**src/logic/cse_pkg.sv**
```systemverilog
// Constants shared by the charge status encoder and its blink generator.
// Assumes a single 250 MHz clock and an AXI4-Lite register port of 32 bits.
package cse_pkg;

    // ------------------------------------------------------------------
    // Clock and timing
    // ------------------------------------------------------------------
    localparam longint CLK_HZ = 250_000_000; // Core clock rate
    localparam longint CARRIER_HZ = 35_000; // Fault pulse train rate
    localparam longint CARRIER_CYC = CLK_HZ / CARRIER_HZ; // Cycles per carrier period
    localparam longint NTC_BLINK_MHZ = 1_500; // Thermistor fault blink, millihertz
    localparam longint BAD_BLINK_MHZ = 6_100; // Bad battery blink, millihertz
    // Half of a blink period: each duty value is held for this long
    localparam longint NTC_HALF_CYC = (CLK_HZ * 1000) / (2 * NTC_BLINK_MHZ);
    localparam longint BAD_HALF_CYC = (CLK_HZ * 1000) / (2 * BAD_BLINK_MHZ);
    localparam longint BAD_TIMEOUT_S = 1_800; // Trickle timeout, seconds
    localparam longint BAD_TIMEOUT_CYC = CLK_HZ * BAD_TIMEOUT_S;
    localparam longint SAFETY_S = 14_400; // Float safety timer, seconds
    localparam longint SAFETY_CYC = CLK_HZ * SAFETY_S;
    localparam int TIMER_W = 42; // Wide enough for the safety count

    // ------------------------------------------------------------------
    // Duty values in sixteenths of a carrier period (time pulled low)
    // ------------------------------------------------------------------
    localparam logic [4:0] DUTY_DEN = 5'h10;
    localparam logic [4:0] NTC_DUTY_LO = 5'h01;
    localparam logic [4:0] NTC_DUTY_HI = 5'h0f;
    localparam logic [4:0] BAD_DUTY_LO = 5'h02;
    localparam logic [4:0] BAD_DUTY_HI = 5'h0e;

    // ------------------------------------------------------------------
    // Register map
    // ------------------------------------------------------------------
    localparam int ADDR_W = 8;
    localparam logic [7:0] CTRL_OFS = 8'h00;
    localparam logic [7:0] STATUS_OFS = 8'h04;
    localparam int CTRL_RESTART_BIT = 0; // Write one: restart a charge cycle
    localparam int CTRL_NTC_EN_BIT = 1; // Thermistor pausing allowed
    localparam logic [31:0] CTRL_RST = 32'h0000_0002;
    localparam int ST_STATE_LSB = 0; // Three bits of charger state
    localparam int ST_TEMP_BIT = 3;
    localparam int ST_PAUSE_BIT = 4;
    localparam int ST_PULL_BIT = 5;
    localparam int ST_ILIM_BIT = 6;
    localparam int ST_EOC_BIT = 7;
    localparam int ST_PIN_BIT = 8;
    localparam logic [1:0] RESP_OKAY = 2'h0;
    localparam logic [1:0] RESP_SLVERR = 2'h2;

    // Charger sequence states
    typedef enum logic [2:0] {
        CSE_IDLE,
        CSE_TRICKLE,
        CSE_CONST_CURR,
        CSE_CONST_VOLT,
        CSE_DONE,
        CSE_BAD
    } cse_state_e;

endpackage : cse_pkg

```
**src/logic/cse_blink_pwm.sv**
```systemverilog
// Fault pulse train: a carrier whose low-time alternates between two duty
// values every half blink period. Assumes run is a registered level.
module cse_blink_pwm
    import cse_pkg::*;
#(
    parameter int CARRIER = int'(CARRIER_CYC),
    parameter int HALF = int'(NTC_HALF_CYC),
    parameter logic [4:0] DUTY_A = NTC_DUTY_LO,
    parameter logic [4:0] DUTY_B = NTC_DUTY_HI
)
(
    input wire logic aclk,
    input wire logic aresetn,
    input wire logic run,
    output logic pull_low
);

    // Low-time thresholds in clock cycles for the two duty values
    localparam logic [31:0] TH_A = 32'((longint'(CARRIER) * DUTY_A) / DUTY_DEN);
    localparam logic [31:0] TH_B = 32'((longint'(CARRIER) * DUTY_B) / DUTY_DEN);

    logic [31:0] carrier_cnt; // Position in the carrier period
    logic [31:0] blink_cnt; // Position in the half blink period
    logic phase; // Zero selects DUTY_A
    logic [31:0] next_carrier_cnt;
    logic [31:0] next_blink_cnt;
    logic next_phase;
    logic next_pull_low;

    // ------------------------------------------------------------------
    // Counters and output
    // ------------------------------------------------------------------
    // Restarting from zero on each fault keeps the first blink a full one
    always_comb
    begin
        next_carrier_cnt = '0;
        next_blink_cnt = '0;
        next_phase = 1'b0;
        next_pull_low = 1'b0;
        if (run)
        begin
            next_carrier_cnt = (carrier_cnt == 32'(CARRIER - 1)) ? '0 : carrier_cnt + 32'h1;
            next_blink_cnt = (blink_cnt == 32'(HALF - 1)) ? '0 : blink_cnt + 32'h1;
            next_phase = (blink_cnt == 32'(HALF - 1)) ? ~phase : phase;
            // Low for the first part of each carrier period
            next_pull_low = carrier_cnt < (phase ? TH_B : TH_A);
        end
    end

    always_ff @(posedge aclk)
    begin
        if (!aresetn)
        begin
            carrier_cnt <= '0;
            blink_cnt <= '0;
            phase <= 1'b0;
            pull_low <= 1'b0;
        end
        else
        begin
            carrier_cnt <= next_carrier_cnt;
            blink_cnt <= next_blink_cnt;
            phase <= next_phase;
            pull_low <= next_pull_low;
        end
    end

    // ------------------------------------------------------------------
    // Checks
    // ------------------------------------------------------------------
    blink_toggle_a: assert property (@(posedge aclk) disable iff (!aresetn)
        run && blink_cnt == 32'(HALF - 1) ##1 run |-> phase != $past(phase))
        else $error("blink phase did not alternate");
    duty_window_a: assert property (@(posedge aclk) disable iff (!aresetn)
        run && carrier_cnt == (phase ? TH_B : TH_A) |=> !pull_low)
        else $error("pulse low past its duty threshold");

endmodule : cse_blink_pwm

```
**src/logic/cse_charge_status.sv**
```systemverilog
// Charger sequencing and open-drain status encoding with an AXI4-Lite port.
// Assumes comparator inputs are clean synchronous levels from analog logic.
import cse_pkg::*;

// Overview of operation
// Status: steady low, released, or fault pulses
// Pull low throughout a normal charge cycle
// Release at float with current below tenth
// Ignore tenth-current completion while in current limit
// Fault: carrier with duty alternating every half-blink
// Thermistor fault: 6.25/93.75 percent at 1.5 Hz
// Bad battery: 12.5/87.5 percent at 6.1 Hz
// Bad battery after half hour below trickle
// Decoder discards exact half duty readings
// Host may lower load and restart charger
// Pause charging when thermistor out of band
// Freeze safety timer on pause in float
// Grounded thermistor input disables temperature pausing
// Output is open drain, never drives high
// Enable toggle restarts cycle and clears timer
// Four-hour safety timer from float, then stop
// Counted timing; faults override charge indications
module cse_charge_status
    import cse_pkg::*;
#(
    parameter int CARRIER_CYCLES = int'(CARRIER_CYC),
    parameter int NTC_HALF_CYCLES = int'(NTC_HALF_CYC),
    parameter int BAD_HALF_CYCLES = int'(BAD_HALF_CYC),
    parameter longint BAD_TIMEOUT_CYCLES = BAD_TIMEOUT_CYC,
    parameter longint SAFETY_CYCLES = SAFETY_CYC
)
(
    input wire logic aclk,
    input wire logic aresetn,
    // AXI4-Lite slave
    input wire logic s_axi_awvalid,
    output logic s_axi_awready,
    input wire logic [ADDR_W-1:0] s_axi_awaddr,
    input wire logic s_axi_wvalid,
    output logic s_axi_wready,
    input wire logic [31:0] s_axi_wdata,
    input wire logic [3:0] s_axi_wstrb,
    output logic s_axi_bvalid,
    input wire logic s_axi_bready,
    output logic [1:0] s_axi_bresp,
    input wire logic s_axi_arvalid,
    output logic s_axi_arready,
    input wire logic [ADDR_W-1:0] s_axi_araddr,
    output logic s_axi_rvalid,
    input wire logic s_axi_rready,
    output logic [31:0] s_axi_rdata,
    output logic [1:0] s_axi_rresp,
    // Charger inputs from the analog side
    input wire logic charger_enable_input,
    input wire logic battery_below_trickle,
    input wire logic battery_at_float,
    input wire logic charge_below_tenth,
    input wire logic input_current_limit,
    input wire logic battery_below_recharge,
    input wire logic thermistor_hot,
    input wire logic thermistor_cold,
    input wire logic thermistor_sense_grounded,
    // Open-drain status pin
    input wire logic charge_status_output_in,
    output logic charge_status_output_out,
    output logic charge_status_output_oe,
    // Charger controls
    output logic charge_current_enable,
    output logic trickle_mode
);

    // ------------------------------------------------------------------
    // Declarations
    // ------------------------------------------------------------------
    localparam logic [TIMER_W-1:0] BAD_LAST = TIMER_W'(BAD_TIMEOUT_CYCLES - 1);
    localparam logic [TIMER_W-1:0] SAFETY_LAST = TIMER_W'(SAFETY_CYCLES - 1);

    cse_state_e state, next_state; // Charger sequence
    logic [TIMER_W-1:0] bad_cnt, next_bad_cnt; // Time spent below trickle
    logic [TIMER_W-1:0] safety_cnt, next_safety_cnt; // Time spent at float
    logic end_of_charge, next_end_of_charge; // Completion seen in float
    logic enable_prev; // Last enable level, for edge detect
    logic next_charge_current_enable;
    logic next_trickle_mode;
    logic next_oe;
    logic ntc_run, next_ntc_run; // Thermistor fault pattern active
    logic bad_run, next_bad_run; // Bad battery pattern active
    logic ntc_pull, bad_pull; // Pattern outputs
    logic temp_fault; // Thermistor out of band and pausing allowed
    logic start_cycle; // Enable edge or software restart
    logic charging; // One of the active charge states
    // Register file
    logic [31:0] ctrl, next_ctrl;
    logic restart_req, next_restart_req;
    logic aw_held, next_aw_held;
    logic w_held, next_w_held;
    logic [ADDR_W-1:0] waddr, next_waddr;
    logic [31:0] wdata, next_wdata;
    logic [3:0] wstrb, next_wstrb;
    logic next_awready, next_wready, next_bvalid, next_arready, next_rvalid;
    logic [1:0] next_bresp, next_rresp;
    logic [31:0] next_rdata;
    logic [31:0] status_word;

    // ------------------------------------------------------------------
    // Fault pattern generators
    // ------------------------------------------------------------------
    cse_blink_pwm #(
        .CARRIER(CARRIER_CYCLES),
        .HALF(NTC_HALF_CYCLES),
        .DUTY_A(NTC_DUTY_LO),
        .DUTY_B(NTC_DUTY_HI)
    ) u_ntc_pwm (
        .aclk(aclk),
        .aresetn(aresetn),
        .run(ntc_run),
        .pull_low(ntc_pull)
    );

    cse_blink_pwm #(
        .CARRIER(CARRIER_CYCLES),
        .HALF(BAD_HALF_CYCLES),
        .DUTY_A(BAD_DUTY_LO),
        .DUTY_B(BAD_DUTY_HI)
    ) u_bad_pwm (
        .aclk(aclk),
        .aresetn(aresetn),
        .run(bad_run),
        .pull_low(bad_pull)
    );

    // ------------------------------------------------------------------
    // Charger sequence
    // ------------------------------------------------------------------
    // Grounded sense input or software bit turns pausing off
    assign temp_fault = ctrl[CTRL_NTC_EN_BIT] && !thermistor_sense_grounded
        && (thermistor_hot || thermistor_cold);
    assign start_cycle = (charger_enable_input && !enable_prev) || restart_req;
    assign charging = state inside {CSE_TRICKLE, CSE_CONST_CURR, CSE_CONST_VOLT};

    always_comb
    begin
        next_state = state;
        next_bad_cnt = bad_cnt;
        next_safety_cnt = safety_cnt;
        next_end_of_charge = end_of_charge;
        if (!charger_enable_input)
        begin
            // Disabled charger shows not charging
            next_state = CSE_IDLE;
        end
        else if (start_cycle)
        begin
            next_state = CSE_TRICKLE;
            next_bad_cnt = '0;
            next_safety_cnt = '0;
            next_end_of_charge = 1'b0;
        end
        else
        begin
            unique case (state)
                CSE_IDLE:
                begin
                    next_state = CSE_IDLE;
                end
                CSE_TRICKLE:
                begin
                    if (!battery_below_trickle)
                        next_state = CSE_CONST_CURR;
                    else if (bad_cnt == BAD_LAST)
                        next_state = CSE_BAD;
                    else if (!temp_fault)
                        next_bad_cnt = bad_cnt + 1'b1;
                end
                CSE_CONST_CURR:
                begin
                    if (battery_at_float)
                    begin
                        next_state = CSE_CONST_VOLT;
                        next_safety_cnt = '0;
                    end
                end
                CSE_CONST_VOLT:
                begin
                    // Completion only counts outside current limit
                    if (battery_at_float && charge_below_tenth && !input_current_limit)
                        next_end_of_charge = 1'b1;
                    if (safety_cnt == SAFETY_LAST)
                        next_state = CSE_DONE;
                    else if (!temp_fault)
                        next_safety_cnt = safety_cnt + 1'b1;
                end
                CSE_DONE:
                begin
                    // Recharge threshold is filtered on the analog side
                    if (battery_below_recharge)
                    begin
                        next_state = CSE_TRICKLE;
                        next_bad_cnt = '0;
                        next_safety_cnt = '0;
                        next_end_of_charge = 1'b0;
                    end
                end
                CSE_BAD:
                begin
                    next_state = CSE_BAD; // Held until restart
                end
                default:
                begin
                    next_state = CSE_IDLE;
                end
            endcase
        end
        next_charge_current_enable = charging && !temp_fault;
        next_trickle_mode = state == CSE_TRICKLE;
        next_bad_run = state == CSE_BAD;
        next_ntc_run = charging && temp_fault;
        // Faults win over charging, charging over released
        if (bad_run)
            next_oe = bad_pull;
        else if (ntc_run)
            next_oe = ntc_pull;
        else
            next_oe = charging && !end_of_charge;
    end

    always_ff @(posedge aclk)
    begin
        if (!aresetn)
        begin
            state <= CSE_IDLE;
            bad_cnt <= '0;
            safety_cnt <= '0;
            end_of_charge <= 1'b0;
            enable_prev <= 1'b0;
            charge_current_enable <= 1'b0;
            trickle_mode <= 1'b0;
            ntc_run <= 1'b0;
            bad_run <= 1'b0;
            charge_status_output_oe <= 1'b0;
            charge_status_output_out <= 1'b0;
        end
        else
        begin
            state <= next_state;
            bad_cnt <= next_bad_cnt;
            safety_cnt <= next_safety_cnt;
            end_of_charge <= next_end_of_charge;
            enable_prev <= charger_enable_input;
            charge_current_enable <= next_charge_current_enable;
            trickle_mode <= next_trickle_mode;
            ntc_run <= next_ntc_run;
            bad_run <= next_bad_run;
            charge_status_output_oe <= next_oe;
            charge_status_output_out <= 1'b0;
        end
    end

    // ------------------------------------------------------------------
    // AXI4-Lite register port
    // ------------------------------------------------------------------
    assign status_word = {23'h0, charge_status_output_in, end_of_charge, input_current_limit,
        charge_status_output_oe, (state == CSE_CONST_VOLT) && temp_fault, temp_fault, state};

    // Address and data are taken in either order, then answered together
    always_comb
    begin
        logic aw_go;
        logic w_go;
        logic do_write;
        aw_go = s_axi_awvalid && s_axi_awready;
        w_go = s_axi_wvalid && s_axi_wready;
        next_aw_held = aw_held || aw_go;
        next_w_held = w_held || w_go;
        next_waddr = aw_go ? s_axi_awaddr : waddr;
        next_wdata = w_go ? s_axi_wdata : wdata;
        next_wstrb = w_go ? s_axi_wstrb : wstrb;
        do_write = next_aw_held && next_w_held && !s_axi_bvalid;
        next_ctrl = ctrl;
        next_restart_req = 1'b0; // Single-cycle request
        next_bresp = s_axi_bresp;
        next_bvalid = s_axi_bvalid && !s_axi_bready;
        if (do_write)
        begin
            next_aw_held = 1'b0;
            next_w_held = 1'b0;
            next_bvalid = 1'b1;
            next_bresp = RESP_SLVERR;
            if (next_waddr == CTRL_OFS)
            begin
                next_bresp = RESP_OKAY;
                if (next_wstrb[0])
                begin
                    next_ctrl[7:0] = {6'h0, next_wdata[CTRL_NTC_EN_BIT], 1'b0};
                    next_restart_req = next_wdata[CTRL_RESTART_BIT];
                end
            end
            else if (next_waddr == STATUS_OFS)
                next_bresp = RESP_OKAY; // Read-only, write ignored
        end
        next_awready = !next_aw_held && !next_bvalid;
        next_wready = !next_w_held && !next_bvalid;
        // Read side: one outstanding read
        next_rvalid = s_axi_rvalid && !s_axi_rready;
        next_rdata = s_axi_rdata;
        next_rresp = s_axi_rresp;
        if (s_axi_arvalid && s_axi_arready)
        begin
            next_rvalid = 1'b1;
            next_rresp = RESP_OKAY;
            if (s_axi_araddr == CTRL_OFS)
                next_rdata = ctrl;
            else if (s_axi_araddr == STATUS_OFS)
                next_rdata = status_word;
            else
            begin
                next_rdata = 32'h0;
                next_rresp = RESP_SLVERR;
            end
        end
        next_arready = !next_rvalid;
    end

    always_ff @(posedge aclk)
    begin
        if (!aresetn)
        begin
            ctrl <= CTRL_RST;
            restart_req <= 1'b0;
            aw_held <= 1'b0;
            w_held <= 1'b0;
            waddr <= '0;
            wdata <= '0;
            wstrb <= '0;
            s_axi_awready <= 1'b0;
            s_axi_wready <= 1'b0;
            s_axi_bvalid <= 1'b0;
            s_axi_bresp <= RESP_OKAY;
            s_axi_arready <= 1'b0;
            s_axi_rvalid <= 1'b0;
            s_axi_rdata <= '0;
            s_axi_rresp <= RESP_OKAY;
        end
        else
        begin
            ctrl <= next_ctrl;
            restart_req <= next_restart_req;
            aw_held <= next_aw_held;
            w_held <= next_w_held;
            waddr <= next_waddr;
            wdata <= next_wdata;
            wstrb <= next_wstrb;
            s_axi_awready <= next_awready;
            s_axi_wready <= next_wready;
            s_axi_bvalid <= next_bvalid;
            s_axi_bresp <= next_bresp;
            s_axi_arready <= next_arready;
            s_axi_rvalid <= next_rvalid;
            s_axi_rdata <= next_rdata;
            s_axi_rresp <= next_rresp;
        end
    end

    // ------------------------------------------------------------------
    // Checks
    // ------------------------------------------------------------------
    open_drain_a: assert property (@(posedge aclk) disable iff (!aresetn)
        charge_status_output_oe |-> !charge_status_output_out)
        else $error("status pin driven high");
    charge_low_a: assert property (@(posedge aclk) disable iff (!aresetn)
        charging && !temp_fault && !end_of_charge && !bad_run && !ntc_run
        |=> charge_status_output_oe)
        else $error("status released during charge");
    done_release_a: assert property (@(posedge aclk) disable iff (!aresetn)
        state == CSE_DONE && !bad_run && !ntc_run |=> !charge_status_output_oe)
        else $error("status held low after charge end");
    ilim_ignore_a: assert property (@(posedge aclk) disable iff (!aresetn)
        state == CSE_CONST_VOLT && input_current_limit && !end_of_charge
        && charger_enable_input && !start_cycle |=> !end_of_charge)
        else $error("completion taken in current limit");
    timer_freeze_a: assert property (@(posedge aclk) disable iff (!aresetn)
        state == CSE_CONST_VOLT && temp_fault && charger_enable_input && !start_cycle
        |=> $stable(safety_cnt))
        else $error("safety timer ran during pause");
    safety_expire_a: assert property (@(posedge aclk) disable iff (!aresetn)
        state == CSE_CONST_VOLT && safety_cnt == SAFETY_LAST && charger_enable_input
        && !start_cycle |=> state == CSE_DONE ##1 !charge_current_enable)
        else $error("charge current after safety timeout");
    pause_charge_a: assert property (@(posedge aclk) disable iff (!aresetn)
        temp_fault |=> !charge_current_enable)
        else $error("charge current during thermistor fault");
    restart_clear_a: assert property (@(posedge aclk) disable iff (!aresetn)
        charger_enable_input && start_cycle
        |=> state == CSE_TRICKLE && safety_cnt == '0 && bad_cnt == '0)
        else $error("restart did not clear the cycle");
    bad_timeout_a: assert property (@(posedge aclk) disable iff (!aresetn)
        state == CSE_TRICKLE && battery_below_trickle && bad_cnt == BAD_LAST
        && charger_enable_input && !start_cycle |=> state == CSE_BAD ##1 bad_run)
        else $error("bad battery not declared at timeout");

endmodule : cse_charge_status

```
**config.mk**
```make
export PLATFORM = sky130hd
export DESIGN_NAME = cse_charge_status
export DESIGN_NICKNAME = d
export VERILOG_FILES = /design/src/logic/cse_pkg.sv /design/src/logic/cse_blink_pwm.sv /design/src/logic/cse_charge_status.sv
export SDC_FILE = /design/constraint.sdc
export NUM_CORES = 1
export LEC_CHECK = 0
export ABC_AREA = 1
export BUFFER_PORTS_ARGS = -buffer_cell sky130_fd_sc_hd__buf_4
export CAP_MARGIN = 20
export CORE_MARGIN = 4
export CORE_UTILIZATION = 40
export DETAILED_ROUTE_END_ITERATION = 16
export GPL_ROUTABILITY_DRIVEN = 0
export MAX_ROUTING_LAYER = met4
export PLACE_DENSITY = 0.53
export RECOVER_POWER = 50
export SLEW_MARGIN = 20
export SYNTH_ARGS = -nofsm -noshare
export SYNTH_HDL_FRONTEND = slang
export SYNTH_SLANG_ARGS = --single-unit
```
**constraint.sdc**
```tcl
create_clock -name aclk -period 3.95 [get_ports aclk]
set_clock_uncertainty 0.05 [all_clocks]
set_input_delay 0.5925 -clock aclk [delete_from_list [all_inputs] [get_ports aclk]]
set_output_delay 0.5925 -clock aclk [all_outputs]
set_load 0.005 [all_outputs]
```
==> summary.txt, run 1 <==
Outcome
  • Status: complete, but fails checks
  • Failing checks: max-capacitance violations, max-slew violations

Worst setup path
  • Crit-path slowest cell: a21oi_4
  • R2R setup slack: 0.83 ns
  • Reg2Reg Depth: 9
  • CP Capture Point: bad_cnt[18]$_SDFFE_PN0P_
  • Critical R2R Launch: state[1]$_SDFFE_PP0P_
  • Crit. End Element: flip-flop
  • Worst path arrival time: 3.56 ns
  • WS Path Type: flip-flop to flip-flop
  • R2r endpoint: bad_cnt[18]$_SDFFE_PN0P_
  • Worst path depth: 9
  • Crit path from: state[1]$_SDFFE_PP0P_
  • Slowest stage delay, CP: 0.75 ns
  • CP Launch Type: flip-flop
  • WP buf/inv: 2
  • Delay-heaviest family, CP: simple AND/OR/NAND/NOR gates
  • Crit-path cells: nor2_1 -> nand2_2 -> nand2_2 -> inv_2 -> a21oi_4 -> nand2_4 -> inv_2 -> nand2_1 -> a21oi_1
  • CP required: 4.38 ns
  • Peak fanout along the critical path: 29

Floorplan
  • DIE HEIGHT: 203 µm
  • Die Wd: 203 µm
  • I/O pin cnt: 114
  • CORE AREA: 37700 µm²
  • Starting Density: around 40%
  • Die area: between 40000 and 50000 µm²
  • FP Rows: 71

Routing
  • Vias/cell: 4.94
  • Remaining DRCs: 0
  • Detailed Route Iter0 Violations: between 900 and 1000
  • Vias: ~15000
  • Final ANT Viol Nets: 0
  • WL per Instance: 13.9 µm
  • Drt total wl: 42.1 mm
  • Drt first pass iters: 6

Layout
  • Most common cell after layout, fill and taps aside: nand2_1
  • Fraction of layout cells with a size suffix above 1: 6.84%
  • Post-layout nets: approximately 2600
  • Sequential Area: 5140 µm²
  • Area delta synth->final: 11.9%
  • Filler Cell Count: 4101
  • Most frequent cells in the layout: nand2_1 (642), nor2_1 (403), inv_1 (306)
  • Area of the multi-input gates: 8570 µm²

Global route
  • Initial antenna violation count: 0
  • First-pass GRT wire length: roughly 70 mm
  • Met3 GRT Util: about 2.8%
  • GRT met2 Usage: 33.2%
  • Met1 usage: 27.2%
  • Most used routing layer: met2
  • Largest net degree at the start of global routing: 49
  • Vias in the first global route: 13800
  • GRT Overall Usage: 20.3%
  • Gr ovfl total: 0

STA
  • # setup viols final: 0
  • WHS: 0.227 ns
  • Final Max Tran Viols: 44
  • Fin crit share: 79.1%
  • Total negative slack: 0 ns
  • Unrepaired setup endpoints after global routing: no
  • Least-Margin Pin Slew: 1.56 ns
  • Max-slew headroom: -3.99%
  • Post-layout min period: 3.12 ns
  • Peak Freq: between 0.3 and 0.4 GHz
  • Final Hold Violating Endpoints: 0

Power
  • Clock network power share: 51.1%
  • Comb pwr share: 4.9%
  • Internal power: 4.62 mW
  • P_sw: 1.38 mW
  • Sw frac: 23.0%
  • Pwr/cell area: approximately 350 nW/µm²
  • Seq pwr share: 44.1%
  • Lkg Pwr: around 6.4 nW
  • Worst vdd ir: 0.276 mV
  • Total Power: about 6.0 mW

Synthesis
  • #FFs+latches synth: approximately 260
  • Compound-gate portion of the synthesized area: 7.40%
  • Mapped Area: 15300 µm²
  • Mapped Cells: 2448
  • Post-synthesis adder-cell area fraction: 1.97%
  • Distinct cell type count after synthesis: 48
  • Simple-gate area share of the yosys netlist: 42.7%
  • Post-synthesis xor/xnor area fraction: 3.33%
  • Syn Area/Cell: 6.24 µm²
  • Post-synthesis mux area share: 0.131%
  • Largest family of logic cells by synthesized area: simple AND/OR/NAND/NOR gates
  • Synth warn: 0
  • Seq/Total Area, Yosys: 33.7%

Clock tree
  • H-tree Lvls: 1
  • Clk slew on worst S/H paths: roughly 0.060 ns
  • Clock Tree Buf Depth: 3
  • CTS Hold Buffers Added: 0
  • CTS tree: yes
  • Num CTS Buffers: 31
  • Root Driver: clkbuf_16
  • Clk Latency, worst-skew pair: 0.58 ns
  • CTS Sinks: 257
  • Post-CTS Setup Bufs: 0
  • Number of gates resized after CTS: 0

Job
  • Max-cap violation count: 1

Place
  • I/O Buffers: 54
  • Detailed Place HPWL: 31.0 mm

Worst hold path
  • Worst Hold Depth: 3
  • Worst hold path type: input pin to flip-flop
[sequential cells by signal, indices dropped and copies added, names as in the netlist, 2 cells and up]
name	cells
state	3
s_axi_rdata	9
u_bad_pwm.blink_cnt	32
u_bad_pwm.carrier_cnt	32
safety_cnt	42
u_ntc_pwm.carrier_cnt	32
bad_cnt	42
waddr	8
u_ntc_pwm.blink_cnt	32
wdata	2
[power by group through the flow]
stage	sequential, mW	combinational, mW	clock (mW)
6_report	2.65	0.291	3.07
3_5_place_dp	2.70	0.295	0
2_1_floorplan	2.70	0.218	0
5_1_grt	2.65	0.326	3.26
3_3_place_gp	2.70	0.292	0
4_1_cts	2.65	0.297	3.15
[how the worst min path moves through the flow]
stage	start	to	slack, ns
floorplan	u_ntc_pwm.blink_cnt[0]$_SDFF_PP0_	u_ntc_pwm.blink_cnt[0]$_SDFF_PP0_	0.37
global placement	u_ntc_pwm.blink_cnt[0]$_SDFF_PP0_	u_ntc_pwm.blink_cnt[0]$_SDFF_PP0_	0.38
detailed placement	u_ntc_pwm.blink_cnt[0]$_SDFF_PP0_	u_ntc_pwm.blink_cnt[0]$_SDFF_PP0_	0.39
CTS	charge_status_output_in	s_axi_rdata[8]$_SDFFE_PN0P_	0.20
global route	charge_status_output_in	s_axi_rdata[8]$_SDFFE_PN0P_	0.22
finish	charge_status_output_in	s_axi_rdata[8]$_SDFFE_PN0P_	0.23
[synth_stat cells (all sizes together)]
cell type  count  area, µm²
o21bai         4       30.0
a211oi         2       15.0
o31ai          3       22.5
and2           3       18.8
xor2          39        342
nand3b        15        113
clkbuf        26       97.6
buf           52        369
o22ai          2       12.5
xnor2         19        166
and3           3       18.8
ha            24        300
nor3         116        601
a21o           1       7.51
o21a           2       15.0
o211ai         2       15.0
nor4          18        113
clkinv         4       15.0
nand2        651       2480
nor3b         12       90.1
o21ai         56        292
nand3        184        936
a21oi        132        672
a32oi          1       8.76
conb           1       3.75
or2           17        106
nand4         62        388
a31o           1       8.76
a31oi          4       31.3
mux2i          2       20.0
inv          311       1170
nor2         422       1660
dfxtp        257       5140
[worst min-delay path: cells and delay by family]
kind | cells | cell delay, ns
buf+inv | 1 | 0.10
simple gates | 1 | 0.05
compound gates | 1 | 0.05
[area by class of cell]
| cell class | count | share of cell area (%) |
|---|---|---|
| clock inverter | 15 | 1.19 |
| clock buffer | 42 | 5.25 |
| multi-input combinational | 1823 | 50.1 |
| sequential | 257 | 30.1 |
| timing repair buffer | 64 | 2.64 |
| inverter | 315 | 6.92 |
| tap | 511 | 3.74 |
| antenna | 1 | 0.0146 |
[logic make-up after synthesis]
logic type      after synthesis
mux                           2
xor+xnor                     58
buf+inv                     393
compound gates              210
flops                       257
other cells                   1
simple gates               1503
fa+ha+maj                    24
[stage by stage]
stage / setup WS (ns) / area [µm²] / instances / utilization [%]
floorplan: 2.02 / 15400 / 2473 / -
global placement: 0.983 / 16000 / 2970 / 42.5
detailed placement: 0.951 / 16000 / 2970 / 42.5
CTS: 0.986 / 17100 / 3027 / 45.5
global route: 0.583 / 17100 / 3027 / 45.4
finish: 0.826 / 17100 / 3028 / 45.4
[metal layers]
layer,routed length [µm],up-vias
met3,1760,63
met4,801,0
met2,19200,290
met5,0,-
met1,20400,6753
li1,-,7864
No activity file was read; power rests on OpenSTA's default activity.
==> run 2, diff against run 1 <==
- clock period: 3.95 -> 3.1 ns (I/O delays scaled with it)
==> run 2 against run 1 <==
The run now ends clean. Die area is the same. Worst hold slack lost 0.12 ns. First-iteration DRC count shrank 13%. Largest cell class unchanged. Non-clock buffer count increased by 11. Highest routed layer unchanged. Largest power group unchanged.
==> summary.txt, run 2 (same netlist as run 1, synthesis figures left out) <==
Worst hold path
  • Worst hold path type: input pin to flip-flop
  • Worst Hold Depth: 3
  • Hold path startpoint: charge_status_output_in
  • WHS Endpoint: s_axi_rdata[8]$_SDFFE_PN0P_

Worst setup path
  • Critical R2R Launch: bad_cnt[1]$_SDFFE_PN0P_
  • R2r endpoint: bad_cnt[40]$_SDFFE_PN0P_
  • CP required: approximately 3.6 ns
  • CP Launch Type: flip-flop
  • Worst path arrival time: 2.97 ns
  • Peak fanout along the critical path: 29
  • Crit. End Element: flip-flop
  • Reg2Reg Depth: 13
  • R2R setup slack: between 0.5 and 0.6 ns
  • WS Path Type: flip-flop to flip-flop

Layout
  • Most frequent cells in the layout: nand2_1 (642), nor2_1 (402), inv_1 (305)
  • Antenna Cells: 0
  • Final cell utilization of the core: between 40% and 50%
  • Fraction of layout cells with a size suffix above 1: 6.93%
  • Area delta synth->final: 11.6%
  • Most common cell after layout, fill and taps aside: nand2_1
  • Post-Layout Inst Area: around 17000 µm²
  • Post-layout nets: ~2600
  • Largest registers: bad_cnt x42, safety_cnt x42

Job
  • Max-cap violation count: 0

Clock tree
  • Clock Tree Buf Depth: 3
  • Post-CTS Setup Bufs: 0
  • H-tree Lvls: 1
  • CTS Hold Buffers Added: 0
  • Clk Latency, worst-skew pair: 0.57 ns
  • CTS Sinks: roughly 260
  • Root Driver: clkbuf_16
  • CTS tree: yes
  • Clk slew on worst S/H paths: 0.06 ns
  • Number of gates resized after CTS: 0
  • Num CTS Buffers: 31

Routing
  • Vias: 15000
  • Drt first pass iters: 6
  • Vias/cell: between 4 and 5
  • Final ANT Viol Nets: 0
  • Detailed Route Iter0 Violations: slightly above 800
  • Drt total wl: 41.8 mm
  • WL per Instance: 13.8 µm
  • Remaining DRCs: 0

Place
  • DP Area: 16100 µm²
  • Detailed Place HPWL: 31.4 mm
  • Setup WS pre-CTS: 0.507 ns
  • I/O Buffers: 54

STA
  • # setup viols final: 0
  • Final Hold Violating Endpoints: 0
  • Least-Margin Pin Slew: 1.33 ns
  • Total negative slack: 0 ns
  • Final Max Tran Viols: 0
  • Post-layout min period: about 2.5 ns
  • Peak Freq: 0.398 GHz
  • Worst Slack Setup Final: 0.589 ns
  • Unrepaired setup endpoints after global routing: no
  • Fin crit share: 81.0%
  • Max-slew headroom: around 11%

Outcome
  • Status: finished clean

Global route
  • First-pass GRT wire length: 69.8 mm
  • Vias in the first global route: 14100
  • Gr ovfl total: 0
  • Initial antenna violation count: 1
  • GRT Overall Usage: 20.6%
  • Largest net degree at the start of global routing: slightly above 60

Floorplan
  • I/O pin cnt: 114
  • Die Wd: 203 µm
  • Die area: 41400 µm²
  • Starting Density: 40.6%
  • FP Rows: 71
  • DIE HEIGHT: 203 µm
  • CORE AREA: 37700 µm²

Power
  • Clock network power share: between 40% and 50%
  • Comb pwr share: under 10%
  • Lkg Pwr: 6.40 nW
  • Pwr/cell area: 429 nW/µm²
  • Seq pwr share: between 40% and 50%
  • Internal power: 5.60 mW
  • Sw frac: 23.5%
  • Total Power: 7.32 mW
  • Worst vdd ir: 0.384 mV
  • P_sw: about 1.7 mW
[run 2: per-stage QoR]
stage | std cells | hold WS, ns
after floorplan | 2473 | 0.367
after global placement | 2981 | 0.384
after detailed placement | 2981 | 0.395
after CTS | 3036 | 0.0759
after global routing | 3036 | 0.0982
final | 3036 | 0.110
[run 2: layout make-up]
type | count | area [µm²]
Fill cell | 4141 | 20600
Multi-Input combinational cell | 1823 | 8570
Sequential cell | 257 | 5140
Inverter | 315 | 1180
Clock buffer | 44 | 885
Tap cell | 511 | 639
Timing Repair Buffer | 75 | 520
Clock inverter | 11 | 109
[run 2: worst max-delay path, stage by stage, from the launching register on]
cell	delay, ns
dfxtp_1	0.39
ha_1	0.20
nand2_2	0.08
nor2_4	0.16
nand2_2	0.13
nor2_2	0.13
nand3_2	0.12
nand2_2	0.11
nand2_4	0.21
nand2_4	0.24
inv_2	0.27
nand2_1	0.15
nand2_1	0.05
nor2_1	0.11
[run 2: routing by layer]
metal / wire length [µm] / vias up / global-route usage (%)
met5: 0 / - / -
met4: 991 / 0 / 4.99
met3: 1760 / 71 / 2.67
met2: 19200 / 262 / 33.5
met1: 19900 / 6775 / 27.3
li1: - / 7874 / -
[run 2: how the worst max path moves through the flow]
stage / slack (ns) / depth (start not counted) / from / endpoint
floorplan: 1.17 / 14 / bad_cnt[1]$_SDFFE_PN0P_ / bad_cnt[2]$_SDFFE_PN0P_
global placement: 0.55 / 10 / charger_enable_input / bad_cnt[35]$_SDFFE_PN0P_
detailed placement: 0.51 / 10 / charger_enable_input / bad_cnt[1]$_SDFFE_PN0P_
CTS: 0.55 / 13 / bad_cnt[0]$_SDFFE_PN0P_ / bad_cnt[1]$_SDFFE_PN0P_
global route: 0.32 / 11 / safety_cnt[0]$_SDFFE_PN0P_ / safety_cnt[16]$_SDFFE_PN0P_
finish: 0.59 / 13 / bad_cnt[1]$_SDFFE_PN0P_ / bad_cnt[40]$_SDFFE_PN0P_
[run 2: power by group through the flow]
stage | clock (mW) | combinational [mW] | sequential, mW
6_report | 3.57 | 0.370 | 3.37
5_1_grt | 3.82 | 0.421 | 3.38
4_1_cts | 3.71 | 0.378 | 3.37
3_5_place_dp | 0 | 0.377 | 3.44
3_3_place_gp | 0 | 0.373 | 3.44
2_1_floorplan | 0 | 0.278 | 3.44
==> run 3, diff against run 2 <==
- PLACE_DENSITY: 0.53 -> 0.55
- clock period: 3.1 -> 2.05 ns (I/O delays scaled with it)
==> run 3 against run 2 <==
Setup slack worse by 0.47 ns. Critical path depth down 3. Non-clock buffer count up 75. Register-to-register slack worse by 0.47 ns. Cell area up 5.4%. Global-route usage up 0.26 points. Routed wire length up 2.7%. Critical endpoint is now bad_cnt[35]$_SDFFE_PN0P_.
==> summary.txt, run 3 (same netlist as run 1, synthesis figures left out) <==
Power
  • Lkg Pwr: 6.90 nW
  • Pwr/cell area: 641 nW/µm²
  • Worst vdd ir: 0.581 mV

Worst hold path
  • Hold path startpoint: s_axi_wdata[0]
  • Worst hold path type: input pin to flip-flop
  • Worst Hold Depth: 3
  • WHS Endpoint: wdata[0]$_SDFF_PN0_

STA
  • Peak Freq: 0.517 GHz
  • Post-layout min period: about 1.9 ns
  • # setup viols final: 0
  • Final Max Tran Viols: 0
  • WHS: 0.0300 ns
  • Unrepaired setup endpoints after global routing: yes
  • Fin crit share: 94.3%
  • Worst Slack Setup Final: 0.117 ns
  • Final Hold Violating Endpoints: 0

Clock tree
  • CTS tree: yes
  • Clk Latency, worst-skew pair: 0.55 ns
  • CTS Sinks: 257
  • Num CTS Buffers: 34
  • Clk slew on worst S/H paths: ~0.060 ns
  • H-tree Lvls: 2
  • Root Driver: clkbuf_16
  • Clock Tree Buf Depth: 3

Global route
  • GRT met2 Usage: approximately a third
  • Gr ovfl total: 0
  • Initial antenna violation count: 1
  • Met3 GRT Util: 2.69%
  • GRT Overall Usage: 20.8%
  • Most used routing layer: met2
  • First-pass GRT wire length: 70.3 mm
  • Met1 usage: 27.1%
  • Largest net degree at the start of global routing: 44
  • Vias in the first global route: 14300

Worst setup path
  • Crit. End Element: flip-flop
  • R2r endpoint: bad_cnt[35]$_SDFFE_PN0P_
  • R2R setup slack: 0.12 ns
  • CP required: between 2 and 2.5 ns
  • WS Path Type: flip-flop to flip-flop
  • Peak fanout along the critical path: 5
  • Worst path arrival time: between 2 and 2.5 ns
  • Critical R2R Launch: bad_cnt[5]$_SDFFE_PN0P_
  • CP Launch Type: flip-flop
  • Reg2Reg Depth: 10

Layout
  • Most common cell after layout, fill and taps aside: nand2_1
  • Final cell utilization of the core: roughly 48%
  • Post-Layout Inst Area: 18000 µm²
  • Most frequent cells in the layout: nand2_1 (638), nor2_1 (387), inv_1 (304)
  • Post-layout nets: 2674
  • Largest registers: bad_cnt x42, safety_cnt x42
  • Area delta synth->final: 17.6%
  • Fraction of layout cells with a size suffix above 1: 11.2%

Place
  • Setup WS pre-CTS: 0.0347 ns
  • Detailed Place HPWL: ~32 mm
  • I/O Buffers: between 50 and 60
  • DP Area: 16700 µm²

Routing
  • Vias: 15400
  • Drt total wl: between 40 and 50 mm
  • Final ANT Viol Nets: 0
  • Remaining DRCs: 0
  • Detailed Route Iter0 Violations: 993
  • Drt first pass iters: 5
  • WL per Instance: 13.8 µm
  • Vias/cell: 4.95

Floorplan
  • DIE HEIGHT: 203 µm
  • Die Wd: 203 µm
  • FP Rows: 71
  • I/O pin cnt: 114
  • CORE AREA: 37700 µm²
  • Starting Density: between 40 and 50%
  • Die area: between 40000 and 50000 µm²

Outcome
  • Status: finished clean

Job
  • Max-cap violation count: 0
run 3: layout make-up:
| class | instances | area (µm²) |
|---|---|---|
| Clock inverter | 14 | 123 |
| Tap cell | 511 | 639 |
| Sequential cell | 257 | 5150 |
| Clock buffer | 46 | 956 |
| Multi-Input combinational cell | 1823 | 8710 |
| Inverter | 315 | 1180 |
| Timing Repair Buffer | 150 | 1200 |
| Fill cell | 4069 | 19700 |
| Antenna cell | 1 | 2.50 |
run 3: where the power goes:
group / switching, mW / internal (mW) / leakage, nW / total, mW
logic: 0.403 / 0.242 / 4.30 / 0.645
clock network: 2.37 / 3.41 / 0.531 / 5.78
registers: 0.0406 / 5.06 / 2.08 / 5.10
run 3: repair_timing:
action                                  CTS  global route
hold buffers                              8             0
gates resized for setup                   0            52
endpoints found under the setup margin    0            97
setup buffers                             0             3
endpoints found under the hold margin     8             0
run 3: stage by stage:
| stage | TNS (ns) | total power, mW | instances |
|---|---|---|---|
| after CTS | 0 | 11.7 | 3112 |
| after detailed placement | 0 | 5.82 | 3044 |
| final | 0 | 11.5 | 3117 |
| after global placement | 0 | 5.82 | 3044 |
| after floorplan | 0 | 5.62 | 2473 |
| after global routing | -0.0931 | 12.0 | 3117 |
run 3: worst max path at each step:
| stage | slack [ns] | cells after the start | start | end |
|---|---|---|---|---|
| after floorplan | 0.12 | 14 | bad_cnt[1]$_SDFFE_PN0P_ | bad_cnt[2]$_SDFFE_PN0P_ |
| after global placement | 0.05 | 11 | bad_cnt[1]$_SDFFE_PN0P_ | bad_cnt[40]$_SDFFE_PN0P_ |
| after detailed placement | 0.03 | 11 | bad_cnt[1]$_SDFFE_PN0P_ | bad_cnt[40]$_SDFFE_PN0P_ |
| after CTS | 0.01 | 11 | bad_cnt[1]$_SDFFE_PN0P_ | bad_cnt[40]$_SDFFE_PN0P_ |
| after global routing | -0.04 | 11 | bad_cnt[1]$_SDFFE_PN0P_ | bad_cnt[40]$_SDFFE_PN0P_ |
| final | 0.12 | 10 | bad_cnt[5]$_SDFFE_PN0P_ | bad_cnt[35]$_SDFFE_PN0P_ |
run 3: metal layers:
| layer | routed length, µm | up-vias |
|---|---|---|
| met5 | 0 | - |
| met4 | 1050 | 0 |
| met3 | 2040 | 72 |
| met2 | 20000 | 344 |
| met1 | 19900 | 6988 |
| li1 | - | 8033 |
run 3: critical path, stage by stage (launching register included):
cell	delay [ns]
dfxtp_1	0.42
nand2_1	0.13
nor2_1	0.22
buf_4	0.18
nand3b_1	0.11
nor2_2	0.16
nand3_1	0.17
o21ai_0	0.21
nand2_1	0.07
nand2_1	0.07
nor2_1	0.04
